--- config.mk ---
export PLATFORM = sky130hd
export DESIGN_NAME = fbp_flash_protect
export DESIGN_NICKNAME = d
export VERILOG_FILES = /design/src/rtl/fbp_pkg.sv /design/src/rtl/fbp_flash_protect.sv
export SDC_FILE = /design/constraint.sdc
export NUM_CORES = 1
export LEC_CHECK = 0
export ABC_CLOCK_PERIOD_IN_PS = 3500
export BUFFER_PORTS_ARGS = -buffer_cell sky130_fd_sc_hd__buf_2
export CAP_MARGIN = 20
export CORE_MARGIN = 5
export CORE_UTILIZATION = 30
export DETAILED_ROUTE_END_ITERATION = 10
export SLEW_MARGIN = 20
export SYNTH_ARGS = -nofsm -noshare
export SYNTH_HDL_FRONTEND = slang
export SYNTH_SLANG_ARGS = --single-unit
--- constraint.sdc ---
create_clock -name mclk_i -period 3.5 [get_ports mclk_i]
set_clock_uncertainty 0.15 [all_clocks]
set_input_delay 0.7 -clock mclk_i [delete_from_list [all_inputs] [get_ports mclk_i]]
set_output_delay 0.7 -clock mclk_i [all_outputs]
set_load 0.02 [all_outputs]
--- src/rtl/fbp_pkg.sv ---
// constants, states and register map of the flash block protection logic
package fbp_pkg;

    // array geometry: 32 KB as 8192 words, 2 KB protection blocks
    localparam int          WORD_AW       = 13;
    localparam int          NUM_BLK       = 16;
    localparam int          BLK_LSB       = 9;   // word index bit of the 2 KB block
    localparam int          PAGE_LSB      = 8;   // word index bit of the 1 KB erase page

    // register byte addresses
    localparam logic [8:0]  OFS_FMA       = 9'h000;
    localparam logic [8:0]  OFS_FMD       = 9'h004;
    localparam logic [8:0]  OFS_FMC       = 9'h008;
    localparam logic [8:0]  OFS_RIS       = 9'h00C;
    localparam logic [8:0]  OFS_IMASK     = 9'h010;
    localparam logic [8:0]  OFS_MISC      = 9'h014;
    localparam logic [8:0]  OFS_RE        = 9'h130;
    localparam logic [8:0]  OFS_PE        = 9'h134;
    localparam logic [8:0]  OFS_USEC      = 9'h140;

    // flash control register layout
    localparam logic [15:0] FMC_KEY       = 16'hA442;
    localparam int          FMC_WRITE_BIT = 0;
    localparam int          FMC_ERASE_BIT = 1;
    localparam int          FMC_COMMIT_REQUEST_BIT_BIT  = 3;

    // status and mask bit positions
    localparam int          ST_VIOL_BIT   = 0;
    localparam int          ST_DONE_BIT   = 1;

    // debug port enable field
    localparam int          DBG_LSB       = 30;
    localparam logic [1:0]  DBG_EN        = 2'h2;

    // address that selects the debug and execute-only commit
    localparam logic [14:0] DBG_COMMIT_ADR = 15'h0900;

    // values after reset
    localparam logic [15:0] BLK_FACTORY   = 16'hFFFF;
    localparam logic [1:0]  DBG_FACTORY   = 2'h2;
    localparam logic [7:0]  USEC_RST      = 8'h31;

    // operation lengths in microseconds
    localparam logic [15:0] PROG_US       = 16'h0014;
    localparam logic [15:0] ERASE_US      = 16'h0014;
    localparam logic [15:0] COMMIT_US     = 16'h0014;

    // controller states
    typedef enum logic [4:0] {
        ST_IDLE   = 5'b00001,
        ST_RDOLD  = 5'b00010,
        ST_PROG   = 5'b00100,
        ST_ERASE  = 5'b01000,
        ST_COMMIT = 5'b10000
    } fbp_state_e;

endpackage

--- src/rtl/fbp_flash_protect.sv ---
// flash access policy, program/erase sequencing and protection commit logic
//
// Added by the designer: the address-and-strobe port and the register addresses.

////////////////////////////////////////////////////////////////////////////////
// Functional notes
// erase works on 1 KB pages and sets every bit of the page to one.
// program writes one 32-bit word and only turns ones into zeros.
// protection works on 2 KB blocks, each pair of pages with own bits.
// program-enable and read-enable bits live in two 32-bit registers.
// program-enable one allows program and erase; zero leaves the block unchanged.
// read-enable zero allows only instruction fetch, no data or debugger reads.
// read enabled, program disabled means read-only: program and erase refused.
// both bits zero means execute-only: fetch only, program and erase refused.
// refused program or erase flags a violation, interrupt when masked in.
// blocked data read returns zeros and flags a violation.
// unprogrammed parts have every policy bit at one.
// policy writes act at once but stay volatile until committed.
// uncommitted cleared bits return to committed value on power-on reset.
// debug field value two enables the debug access port, cleared disables it.
// a committed cleared debug field can never be enabled again.
// committed debug disable takes effect only from the next power-up.
// only the debug access port is blocked; the test access port stays usable.
// software writes execute-only bits together with the debug disable bits.
// operation timing counts microseconds from the cycles-per-microsecond value.
// timing value resets to suit maximum clock; software reloads after changes.
// address bit 0 selects program-enable (1) or read-enable (0) commit.
// address 0x900 then commit bit commits debug field and execute-only bits.
// commit bit reads set while the commit runs and clears on completion.
// power-on reset loads working bits from committed copies before any access.
module fbp_flash_protect (
    // clock, power-on reset and factory initialisation of the nonvolatile copies
    input  wire logic        mclk_i,
    input  wire logic        rst_n_i,
    input  wire logic        factory_rst_n_i,
    // register port
    input  wire logic [8:0]  reg_addr_i,
    input  wire logic [31:0] reg_wdata_i,
    input  wire logic        reg_wr_i,
    input  wire logic        reg_rd_i,
    output logic      [31:0] reg_rdata_o,
    // processor and debugger read path
    input  wire logic        rd_req_i,
    input  wire logic        rd_fetch_i,
    input  wire logic [12:0] rd_addr_i,
    output logic             rd_ready_o,
    output logic             rd_valid_o,
    output logic      [31:0] rd_data_o,
    // flash array
    output logic             arr_rd_o,
    output logic             arr_wr_o,
    output logic             arr_erase_o,
    output logic      [12:0] arr_addr_o,
    output logic      [31:0] arr_wdata_o,
    input  wire logic [31:0] arr_rdata_i,
    // status
    output logic             irq_o,
    output logic             dap_en_o
);

    fbp_pkg::fbp_state_e state_q;
    fbp_pkg::fbp_state_e state_d;

    logic [14:0] fma_q;
    logic [31:0] fmd_q;
    logic [7:0]  usec_q;
    logic [1:0]  mask_q;
    logic [1:0]  raw_q;
    logic [15:0] re_q;
    logic [15:0] pe_q;
    logic [1:0]  dbg_q;
    logic [15:0] nv_re_q;
    logic [15:0] nv_pe_q;
    logic [1:0]  nv_dbg_q;
    logic [7:0]  us_cnt_q;
    logic [15:0] op_cnt_q;
    logic [31:0] old_q;
    logic        p1_q, p1_zero_q, p2_q, p2_zero_q, o1_q, o2_q;

    logic        fmc_wr, op_start, op_wr, op_er, op_cm, op_allowed;
    logic        refuse, proc_take, proc_block, time_done, op_end;

    ////////////////////////////////////////////////////////////////////////////
    // decode of control writes and reads

    // a control write is only taken with the key and while idle
    assign fmc_wr     = reg_wr_i && (reg_addr_i == fbp_pkg::OFS_FMC);
    assign op_start   = fmc_wr && (reg_wdata_i[31:16] == fbp_pkg::FMC_KEY) && (state_q == fbp_pkg::ST_IDLE);
    assign op_wr      = op_start && reg_wdata_i[fbp_pkg::FMC_WRITE_BIT];
    assign op_er      = op_start && reg_wdata_i[fbp_pkg::FMC_ERASE_BIT];
    assign op_cm      = op_start && reg_wdata_i[fbp_pkg::FMC_COMMIT_REQUEST_BIT_BIT];
    assign op_allowed = pe_q[fma_q[14:11]];
    assign refuse     = (op_wr || op_er) && !op_allowed;

    // data reads of a read-protected block are answered with zeros
    assign proc_take  = rd_req_i && rd_ready_o;
    assign proc_block = !rd_fetch_i && !re_q[rd_addr_i[12:fbp_pkg::BLK_LSB]];

    assign time_done  = (us_cnt_q == 8'h00) && (op_cnt_q == 16'h0000);
    assign op_end     = time_done && ((state_q == fbp_pkg::ST_PROG) || (state_q == fbp_pkg::ST_ERASE)
                                      || (state_q == fbp_pkg::ST_COMMIT));

    ////////////////////////////////////////////////////////////////////////////
    // sequencer

    // next state; refused or unkeyed requests leave the sequencer idle
    always_comb
    begin
        state_d = state_q;
        unique case (state_q)
            fbp_pkg::ST_IDLE:
            begin
                if (op_wr && op_allowed)
                    state_d = fbp_pkg::ST_RDOLD;
                else if (op_er && op_allowed)
                    state_d = fbp_pkg::ST_ERASE;
                else if (op_cm)
                    state_d = fbp_pkg::ST_COMMIT;
            end
            fbp_pkg::ST_RDOLD:
                state_d = fbp_pkg::ST_PROG;
            fbp_pkg::ST_PROG,
            fbp_pkg::ST_ERASE,
            fbp_pkg::ST_COMMIT:
            begin
                if (time_done)
                    state_d = fbp_pkg::ST_IDLE;
            end
            default:
                state_d = fbp_pkg::ST_IDLE;
        endcase
    end

    // state and read-port availability; reads are held off while the array is busy
    always_ff @(posedge mclk_i)
    begin
        if (!rst_n_i)
        begin
            state_q    <= fbp_pkg::ST_IDLE;
            rd_ready_o <= 1'b0;
        end
        else
        begin
            state_q    <= state_d;
            rd_ready_o <= (state_d == fbp_pkg::ST_IDLE);
        end
    end

    // microsecond ticker reloaded from the cycles-per-microsecond value
    always_ff @(posedge mclk_i)
    begin
        if (!rst_n_i)
        begin
            us_cnt_q <= 8'h00;
            op_cnt_q <= 16'h0000;
        end
        else if (state_q == fbp_pkg::ST_IDLE || state_q == fbp_pkg::ST_RDOLD)
        begin
            us_cnt_q <= usec_q;
            if (state_d == fbp_pkg::ST_ERASE)
                op_cnt_q <= fbp_pkg::ERASE_US - 16'h0001;
            else if (state_d == fbp_pkg::ST_COMMIT)
                op_cnt_q <= fbp_pkg::COMMIT_US - 16'h0001;
            else
                op_cnt_q <= fbp_pkg::PROG_US - 16'h0001;
        end
        else if (us_cnt_q == 8'h00)
        begin
            us_cnt_q <= usec_q;
            if (op_cnt_q != 16'h0000)
                op_cnt_q <= op_cnt_q - 16'h0001;
        end
        else
        begin
            us_cnt_q <= us_cnt_q - 8'h01;
        end
    end

    ////////////////////////////////////////////////////////////////////////////
    // array access

    // one port for processor reads, old-word reads, programs and erases
    always_ff @(posedge mclk_i)
    begin
        if (!rst_n_i)
        begin
            arr_rd_o    <= 1'b0;
            arr_wr_o    <= 1'b0;
            arr_erase_o <= 1'b0;
            arr_addr_o  <= 13'h0000;
            arr_wdata_o <= 32'h00000000;
        end
        else
        begin
            arr_rd_o    <= proc_take || (state_q == fbp_pkg::ST_RDOLD);
            arr_wr_o    <= (state_q == fbp_pkg::ST_PROG) && time_done;
            arr_erase_o <= (state_q == fbp_pkg::ST_ERASE) && time_done;
            // programming can only clear bits, never set them
            arr_wdata_o <= fmd_q & old_q;
            if (proc_take)
                arr_addr_o <= rd_addr_i;
            else if (state_q == fbp_pkg::ST_ERASE)
                arr_addr_o <= {fma_q[14:10], 8'h00};
            else if (state_q != fbp_pkg::ST_IDLE)
                arr_addr_o <= fma_q[14:2];
        end
    end

    // read pipelines: array data stand one cycle after the read strobe
    always_ff @(posedge mclk_i)
    begin
        if (!rst_n_i)
        begin
            p1_q      <= 1'b0;
            p1_zero_q <= 1'b0;
            p2_q      <= 1'b0;
            p2_zero_q <= 1'b0;
            o1_q      <= 1'b0;
            o2_q      <= 1'b0;
            old_q     <= 32'h00000000;
            rd_valid_o <= 1'b0;
            rd_data_o <= 32'h00000000;
        end
        else
        begin
            p1_q      <= proc_take;
            p1_zero_q <= proc_block;
            p2_q      <= p1_q;
            p2_zero_q <= p1_zero_q;
            o1_q      <= (state_q == fbp_pkg::ST_RDOLD);
            o2_q      <= o1_q;
            if (o2_q)
                old_q <= arr_rdata_i;
            rd_valid_o <= p2_q;
            rd_data_o <= (p2_q && !p2_zero_q) ? arr_rdata_i : 32'h00000000;
        end
    end

    ////////////////////////////////////////////////////////////////////////////
    // nonvolatile copies

    // committed bits only ever go from one to zero
    always_ff @(posedge mclk_i)
    begin
        if (!factory_rst_n_i)
        begin
            nv_re_q  <= fbp_pkg::BLK_FACTORY;
            nv_pe_q  <= fbp_pkg::BLK_FACTORY;
            nv_dbg_q <= fbp_pkg::DBG_FACTORY;
        end
        else if ((state_q == fbp_pkg::ST_COMMIT) && time_done)
        begin
            if (fma_q == fbp_pkg::DBG_COMMIT_ADR)
            begin
                nv_re_q <= nv_re_q & re_q;
                if (dbg_q != fbp_pkg::DBG_EN)
                    nv_dbg_q <= 2'h0;
            end
            else if (fma_q[0])
                nv_pe_q <= nv_pe_q & pe_q;
            else
                nv_re_q <= nv_re_q & re_q;
        end
    end

    ////////////////////////////////////////////////////////////////////////////
    // working policy bits and debug enable

    // power-on reset restores the committed values; writes act at once
    always_ff @(posedge mclk_i)
    begin
        if (!rst_n_i)
        begin
            re_q     <= nv_re_q;
            pe_q     <= nv_pe_q;
            dbg_q    <= nv_dbg_q;
            dap_en_o <= (nv_dbg_q == fbp_pkg::DBG_EN);
        end
        else if (reg_wr_i && reg_addr_i == fbp_pkg::OFS_RE)
        begin
            re_q  <= reg_wdata_i[15:0] & nv_re_q;
            // a committed cleared field cannot be brought back to enabled
            dbg_q <= (nv_dbg_q == fbp_pkg::DBG_EN) ? reg_wdata_i[31:30] : nv_dbg_q;
        end
        else if (reg_wr_i && reg_addr_i == fbp_pkg::OFS_PE)
        begin
            pe_q <= reg_wdata_i[15:0] & nv_pe_q;
        end
    end
    // dap_en_o gates the debug access port only, never the test access port  R17

    ////////////////////////////////////////////////////////////////////////////
    // software registers

    // address, data, timing value and mask
    always_ff @(posedge mclk_i)
    begin
        if (!rst_n_i)
        begin
            fma_q  <= 15'h0000;
            fmd_q  <= 32'h00000000;
            usec_q <= fbp_pkg::USEC_RST;
            mask_q <= 2'h0;
        end
        else if (reg_wr_i)
        begin
            if (reg_addr_i == fbp_pkg::OFS_FMA)
                fma_q <= reg_wdata_i[14:0];
            if (reg_addr_i == fbp_pkg::OFS_FMD)
                fmd_q <= reg_wdata_i;
            if (reg_addr_i == fbp_pkg::OFS_USEC)
                usec_q <= reg_wdata_i[7:0];
            if (reg_addr_i == fbp_pkg::OFS_IMASK)
                mask_q <= reg_wdata_i[1:0];
        end
    end

    // sticky status; a new event in the clearing cycle survives the clear
    always_ff @(posedge mclk_i)
    begin
        if (!rst_n_i)
        begin
            raw_q <= 2'h0;
            irq_o <= 1'b0;
        end
        else
        begin
            if (reg_wr_i && reg_addr_i == fbp_pkg::OFS_MISC)
                raw_q <= raw_q & ~reg_wdata_i[1:0];
            if (refuse || (proc_take && proc_block))
                raw_q[fbp_pkg::ST_VIOL_BIT] <= 1'b1;
            if (op_end)
                raw_q[fbp_pkg::ST_DONE_BIT] <= 1'b1;
            irq_o <= |(raw_q & mask_q);
        end
    end

    // read data stand only in the cycle after the read strobe
    always_ff @(posedge mclk_i)
    begin
        if (!rst_n_i)
            reg_rdata_o <= 32'h00000000;
        else if (!reg_rd_i)
            reg_rdata_o <= 32'h00000000;
        else
        begin
            unique case (reg_addr_i)
                fbp_pkg::OFS_FMA:   reg_rdata_o <= {17'h00000, fma_q};
                fbp_pkg::OFS_FMD:   reg_rdata_o <= fmd_q;
                // busy bits clear when the operation ends
                fbp_pkg::OFS_FMC:   reg_rdata_o <= {28'h0000000, (state_q == fbp_pkg::ST_COMMIT), 1'b0,
                                                    (state_q == fbp_pkg::ST_ERASE),
                                                    (state_q == fbp_pkg::ST_RDOLD) || (state_q == fbp_pkg::ST_PROG)};
                fbp_pkg::OFS_RIS:   reg_rdata_o <= {30'h00000000, raw_q};
                fbp_pkg::OFS_IMASK: reg_rdata_o <= {30'h00000000, mask_q};
                fbp_pkg::OFS_MISC:  reg_rdata_o <= {30'h00000000, raw_q & mask_q};
                fbp_pkg::OFS_RE:    reg_rdata_o <= {dbg_q, 14'h0000, re_q};
                fbp_pkg::OFS_PE:    reg_rdata_o <= {16'h0000, pe_q};
                fbp_pkg::OFS_USEC:  reg_rdata_o <= {24'h000000, usec_q};
                default:            reg_rdata_o <= 32'h00000000;
            endcase
        end
    end
endmodule

Word level (Yosys, flattened, before mapping):

Cells that the tools add are included.

* output and inout port bits: 116
* input port bits: 93
* word-level logic and storage cells: 158
* bits in registers: 309

* eq/ne operators: 22
* bitwise logic cells: 10
* add/subtract/negate cells: 2
* mux-type cells: 31
* reduce and logical (&&, ||, !) cells: 56
* magnitude comparators: 2

Operators by type and width (number)
* one-hot mux 32 bit (9 select lines): 1
* two-way mux 16 bit: 7
* bitwise AND 16 bit: 4
* two-way mux 13 bit: 3
* two-way mux 5 bit: 7
* bitwise AND 32 bit: 1
* equality test 9 bit, second input constant: 3
* logical AND 1 bit: 21
* AND reduction 2 bit: 10
* equality test 9 x 4 -> 1 bit, second input constant: 2
* equality test 9 x 5 -> 1 bit, second input constant: 2
* equality test 16 bit, second input constant: 1
* logical NOT 16 bit: 1
* two-way mux 8 bit: 2
* nonzero test 16 bit: 1
* subtractor 16 x 1 -> 16 bit, second input constant: 1
* equality test 15 x 12 -> 1 bit, second input constant: 1
* one-hot mux 5 bit (3 select lines): 1
* equality test 5 x 1 -> 1 bit, second input constant: 2
* < comparator 4 x 5 -> 1 bit, second input constant: 2
* equality test 9 x 3 -> 1 bit, second input constant: 1
* logical NOT 9 bit: 1
* binary-select mux 1 bit (select 4 bit): 2
* logical NOT 8 bit: 1
* 20 further kinds: 45

Depth between registers and ports, before layout:

* depth in word-level cells: 10
* mapped depth: 9
* gate-level depth less buffers: 7

Least setup slack after synthesis:

No wires, ideal clock.

* path type: input -> register
* start point: input reg_addr_i[3]
* end point: register pe_q[0], enable pin
* data arrival time: 2.521 ns
* cell stages on the path: 6
* library setup time: 0.372 ns
* path buffers: 2
* data required time: 2.978 ns
* setup slack: 0.457 ns
* path through: clkbuf_1 > or4b_2 > nor2_1 > clkbuf_1 > nand2_1 > nand2_1

* longest elaborated chain between the ends: 4
* elaborated cells between the ends (all ways): 7
* classes of those cells: 4 x eq/ne; 3 x reduce/logical

RTL lines
* from (decl): line fbp_flash_protect.sv:37 `input wire logic [8:0] reg_addr_i,`
* equality test 9 bit, on equally long branches: line fbp_flash_protect.sv:285, fbp_flash_protect.sv:279
* logical AND 1 bit, on equally long branches: line fbp_flash_protect.sv:285, fbp_flash_protect.sv:279
* inequality test 2 x 1 -> 1 bit (no source line) or inequality test 2 bit (tied branches)
* AND reduction 2 bit (no source line) (*)
* to (signal assigned): line fbp_flash_protect.sv:275 `pe_q <= nv_pe_q;`
* to (signal assigned): line fbp_flash_protect.sv:287 `pe_q <= reg_wdata_i[15:0] & nv_pe_q;`
* to (decl): line fbp_flash_protect.sv:70 `logic [15:0] pe_q;`

Mark *: on every way between the ends. The rest lies on a longest branch, timed or not.
A chain may end at the register's enable or synchronous reset.

Final worst setup path:

* start point: register op_cnt_q[0]
* end point: register rd_ready_o

* longest elaborated chain between the ends: 5

RTL lines
* from (decl): line fbp_flash_protect.sv:76 `logic [15:0] op_cnt_q;`
* from (signal assigned): line fbp_flash_protect.sv:161 `op_cnt_q <= fbp_pkg::ERASE_US - 16'h0001;`
* from (signal assigned): line fbp_flash_protect.sv:163 `op_cnt_q <= fbp_pkg::COMMIT_US - 16'h0001;`
* from (signal assigned): line fbp_flash_protect.sv:165 `op_cnt_q <= fbp_pkg::PROG_US - 16'h0001;`
* logical NOT 16 bit: line fbp_flash_protect.sv:99 `assign time_done = (us_cnt_q == 8'h00) && (op_cnt_q == 16'h0000);`
* logical AND 1 bit: line fbp_flash_protect.sv:99
* two-way mux 5 bit: line fbp_flash_protect.sv:126 `if (time_done)`
* one-hot mux 5 bit (3 select lines): line fbp_flash_protect.sv:110 `unique case (state_q)`
* equality test 5 x 1 -> 1 bit: line fbp_flash_protect.sv:145 `rd_ready_o <= (state_d == fbp_pkg::ST_IDLE);`
* to (signal assigned): line fbp_flash_protect.sv:145
* to (decl): line fbp_flash_protect.sv:46 `output logic rd_ready_o,`

No other way between the ends.

==> impl_metrics.json <==
{
  "yosysTopAreaCellShare": 0.473,
  "cts.sinks": 309,
  "power.density_mw_per_mm2": 519,
  "grt_max_degree": 65,
  "synth_compound_area_frac": 0.109,
  "synth.distinct_cells": 63,
  "drcViolationCount": 0,
  "first_pass_iters": 6,
  "synthAdderAreaFrac": 0.00216,
  "crit_type": "reg -> reg",
  "endpoint_kind": "flop",
  "crit_fanout": 6,
  "final_area_mm2": 0.0143,
  "ys_warn_count": 0,
  "io_buffer_count": 208,
  "final_common_cell": "dfxtp_1",
  "totalWireLength_um": 36600,
  "viasPerCell": 4.95,
  "cts_setup_buffers": 0,
  "final_hold_viol_count": 0,
  "vias": 9403,
  "htreeDepth": 1,
  "netlist_area_mm2": 0.0116,
  "cts-buffers-inserted": 31,
  "dieWidth_um": 207,
  "synth_top_flop_cell": "dfxtp_1",
  "clock_latency_ns": 0.57,
  "synth-simple-area-share": 0.223,
  "final-setup-viol-count": 0,
  "start_kind": "flop",
  "peakVddDrop_mv": 0.342,
  "row_count": 72,
  "cts_tree": "yes",
  "grt_usage": 0.163,
  "core_area_mm2": 0.0385,
  "ys_ff_latch": 309,
  "synth.area.mux_share": 0.0596,
  "status": "completed",
  "worstHoldPathType": "in -> reg",
  "worst_pin_slew_ns": 1.11,
  "slew_violations": 0,
  "synth-async-reset-ratio": 0,
  "synth_fp_nets": 1257,
  "routedWlPerCell_um": 19.2,
  "die_area_mm2": 0.0427,
  "grt_overflow_total": 0,
  "seq_area_mm2": 0.00654,
  "synth.largest_area_cell": "dfxtp_1",
  "fin_crit_ns": 2.79,
  "finalCritPeriodShare": 0.796,
  "cts_resized": 0,
  "p_leak_nw": 5.51,
  "cp.arrival_ns": 3.14,
  "ys_seq_area_frac": 0.564,
  "cts_max_path_buffers": 3,
  "drive_above_1_share": 0.228,
  "r2r_cells": 7,
  "timing.fmax_ghz": 0.359,
  "initial_utilization": 0.301,
  "synth-xor-area-share": 0.0136,
  "cts-root-buf": "clkbuf_16",
  "clkTransAtPathRegs_ns": 0.06,
  "most-common-layout-cells": "273 x dfxtp_1, 208 x buf_2, 120 x nand2_1",
  "hold_buffers": 0,
  "min_path_cells": 2,
  "synthTopCellsByArea": "dfxtp_1 47%, edfxtp_1 9.1%, and2_1 4.6%",
  "grt_pass1_vias": 8857,
  "die_h_um": 207,
  "cap_violations": 0,
  "setup_tns_ns": 0,
  "synth_top_family_by_area": "simple AND/OR/NAND/NOR gates",
  "r2r_setup_slack_ns": 0.71,
  "area_delta_synth_final_pct": 23.0,
  "drtIter0Drc": 548,
  "multiInputGateArea_mm2": 0.00474,
  "slew_headroom": 0.259,
  "dpl.hpwl_um": 26200,
  "grt_pass1_wl_um": 54100,
  "gp_congestion": 0.897,
  "pin_count": 209,
  "required_ns": 3.85,
  "synth_cells": 1162,
  "fill_cells": 3870,
  "synth_edf_count": 35,
  "rsz0062_at_grt": "false",
  "antenna_found_initial": 7,
  "syn_area_per_cell_um2": 9.98,
  "fin_nets": 1451,
  "dpl_cell_area_mm2": 0.0132,
  "ant_nets": 0
}
-- cells by family (layout without fill, tap and decap cells) --
family          after synthesis  after routing
xor+xnor                     18             18
compound gates              200            200
buf+inv                      79            296
mux                          59             59
flops                       309            309
fa+ha+maj                     2              2
other cells                   0              4
simple gates                495            495
-- critical path: stages, from the launching register on --
cell     delay, ns
dfxtp_1       0.34
inv_1         0.07
ha_1          0.16
or3b_1        0.48
nor4b_1       0.73
nand3_1       0.30
a21oi_1       0.28
o31a_1        0.20
-- final timing paths --
check	endpoint	start
setup / recovery	rd_ready_o	op_cnt_q[0]
hold / removal	p1_zero_q	rd_fetch_i
setup reg to reg	rd_ready_o	op_cnt_q[0]
hold reg to reg	o2_q	o1_q
-- cell usage after synthesis (8+ instances only) --
cell type  number
nor4_1         13
clkbuf_1       52
and2_1         85
dfxtp_1       274
nand3_1        66
and3_1         35
a2bb2oi_1       9
mux4_2          8
nand2b_1       20
nor2_1         89
nor3_1         12
inv_1          10
xor2_1         10
a31oi_1         8
edfxtp_1       35
a211oi_1       11
nand4_1         8
o21ai_0        32
nand2_1       120
a22oi_1        29
buf_2           8
o21ai_2        10
mux2i_1        51
a21oi_1        75
xnor2_1         8
-- metal layers --
metal,vias to the layer above,global-route usage,routed length (µm)
met2,402,0.270,16900
li1,4479,-,-
met4,8,0.0523,1110
met1,4436,0.217,15500
met3,78,0.0284,2990
met5,-,0,50
-- registers in the layout (all words and copies together) (netlist names), 2 cells and up --
| name | flops |
|---|---|
| arr_addr_o | 13 |
| arr_wdata_o | 32 |
| dbg_q | 2 |
| fma_q | 15 |
| fmd_q | 32 |
| mask_q | 2 |
| nv_pe_q | 16 |
| nv_re_q | 16 |
| old_q | 32 |
| op_cnt_q | 16 |
| pe_q | 16 |
| raw_q | 2 |
| rd_data_o | 32 |
| re_q | 16 |
| reg_rdata_o | 32 |
| state_q | 5 |
| us_cnt_q | 8 |
| usec_q | 8 |
-- report_power, final --
| part | internal, mW | total (mW) | switching [mW] | leakage, nW |
|---|---|---|---|---|
| Combinational | 0.123 | 0.334 | 0.211 | 2.47 |
| Clock | 1.97 | 3.40 | 1.42 | 0.515 |
| Sequential | 3.63 | 3.66 | 0.0359 | 2.53 |
-- metrics by stage --
step / std cells / total power, mW / worst slack, ns / hold WS (ns) / utilization
after floorplan: 1162 / 3.90 / 0.457 / 0.262 / -
after global placement: 1841 / 4.07 / 0.613 / 0.263 / 0.343
after global routing: 1899 / 7.63 / 0.553 / 0.184 / 0.370
final: 1901 / 7.39 / 0.713 / 0.184 / 0.371
after detailed placement: 1841 / 4.07 / 0.602 / 0.270 / 0.343
after CTS: 1897 / 7.47 / 0.777 / 0.166 / 0.370
-- area by class of cell --
cell class	instances	share of cell area
diodes	4	0.000702
repair buffers	230	0.0864
clock inverters	12	0.00895
well taps	518	0.0455
inverters	10	0.00281
flip-flops and latches	309	0.459
clock buffers	44	0.0643
multi-input cells	774	0.333
Power figures use the tool's default switching activity.
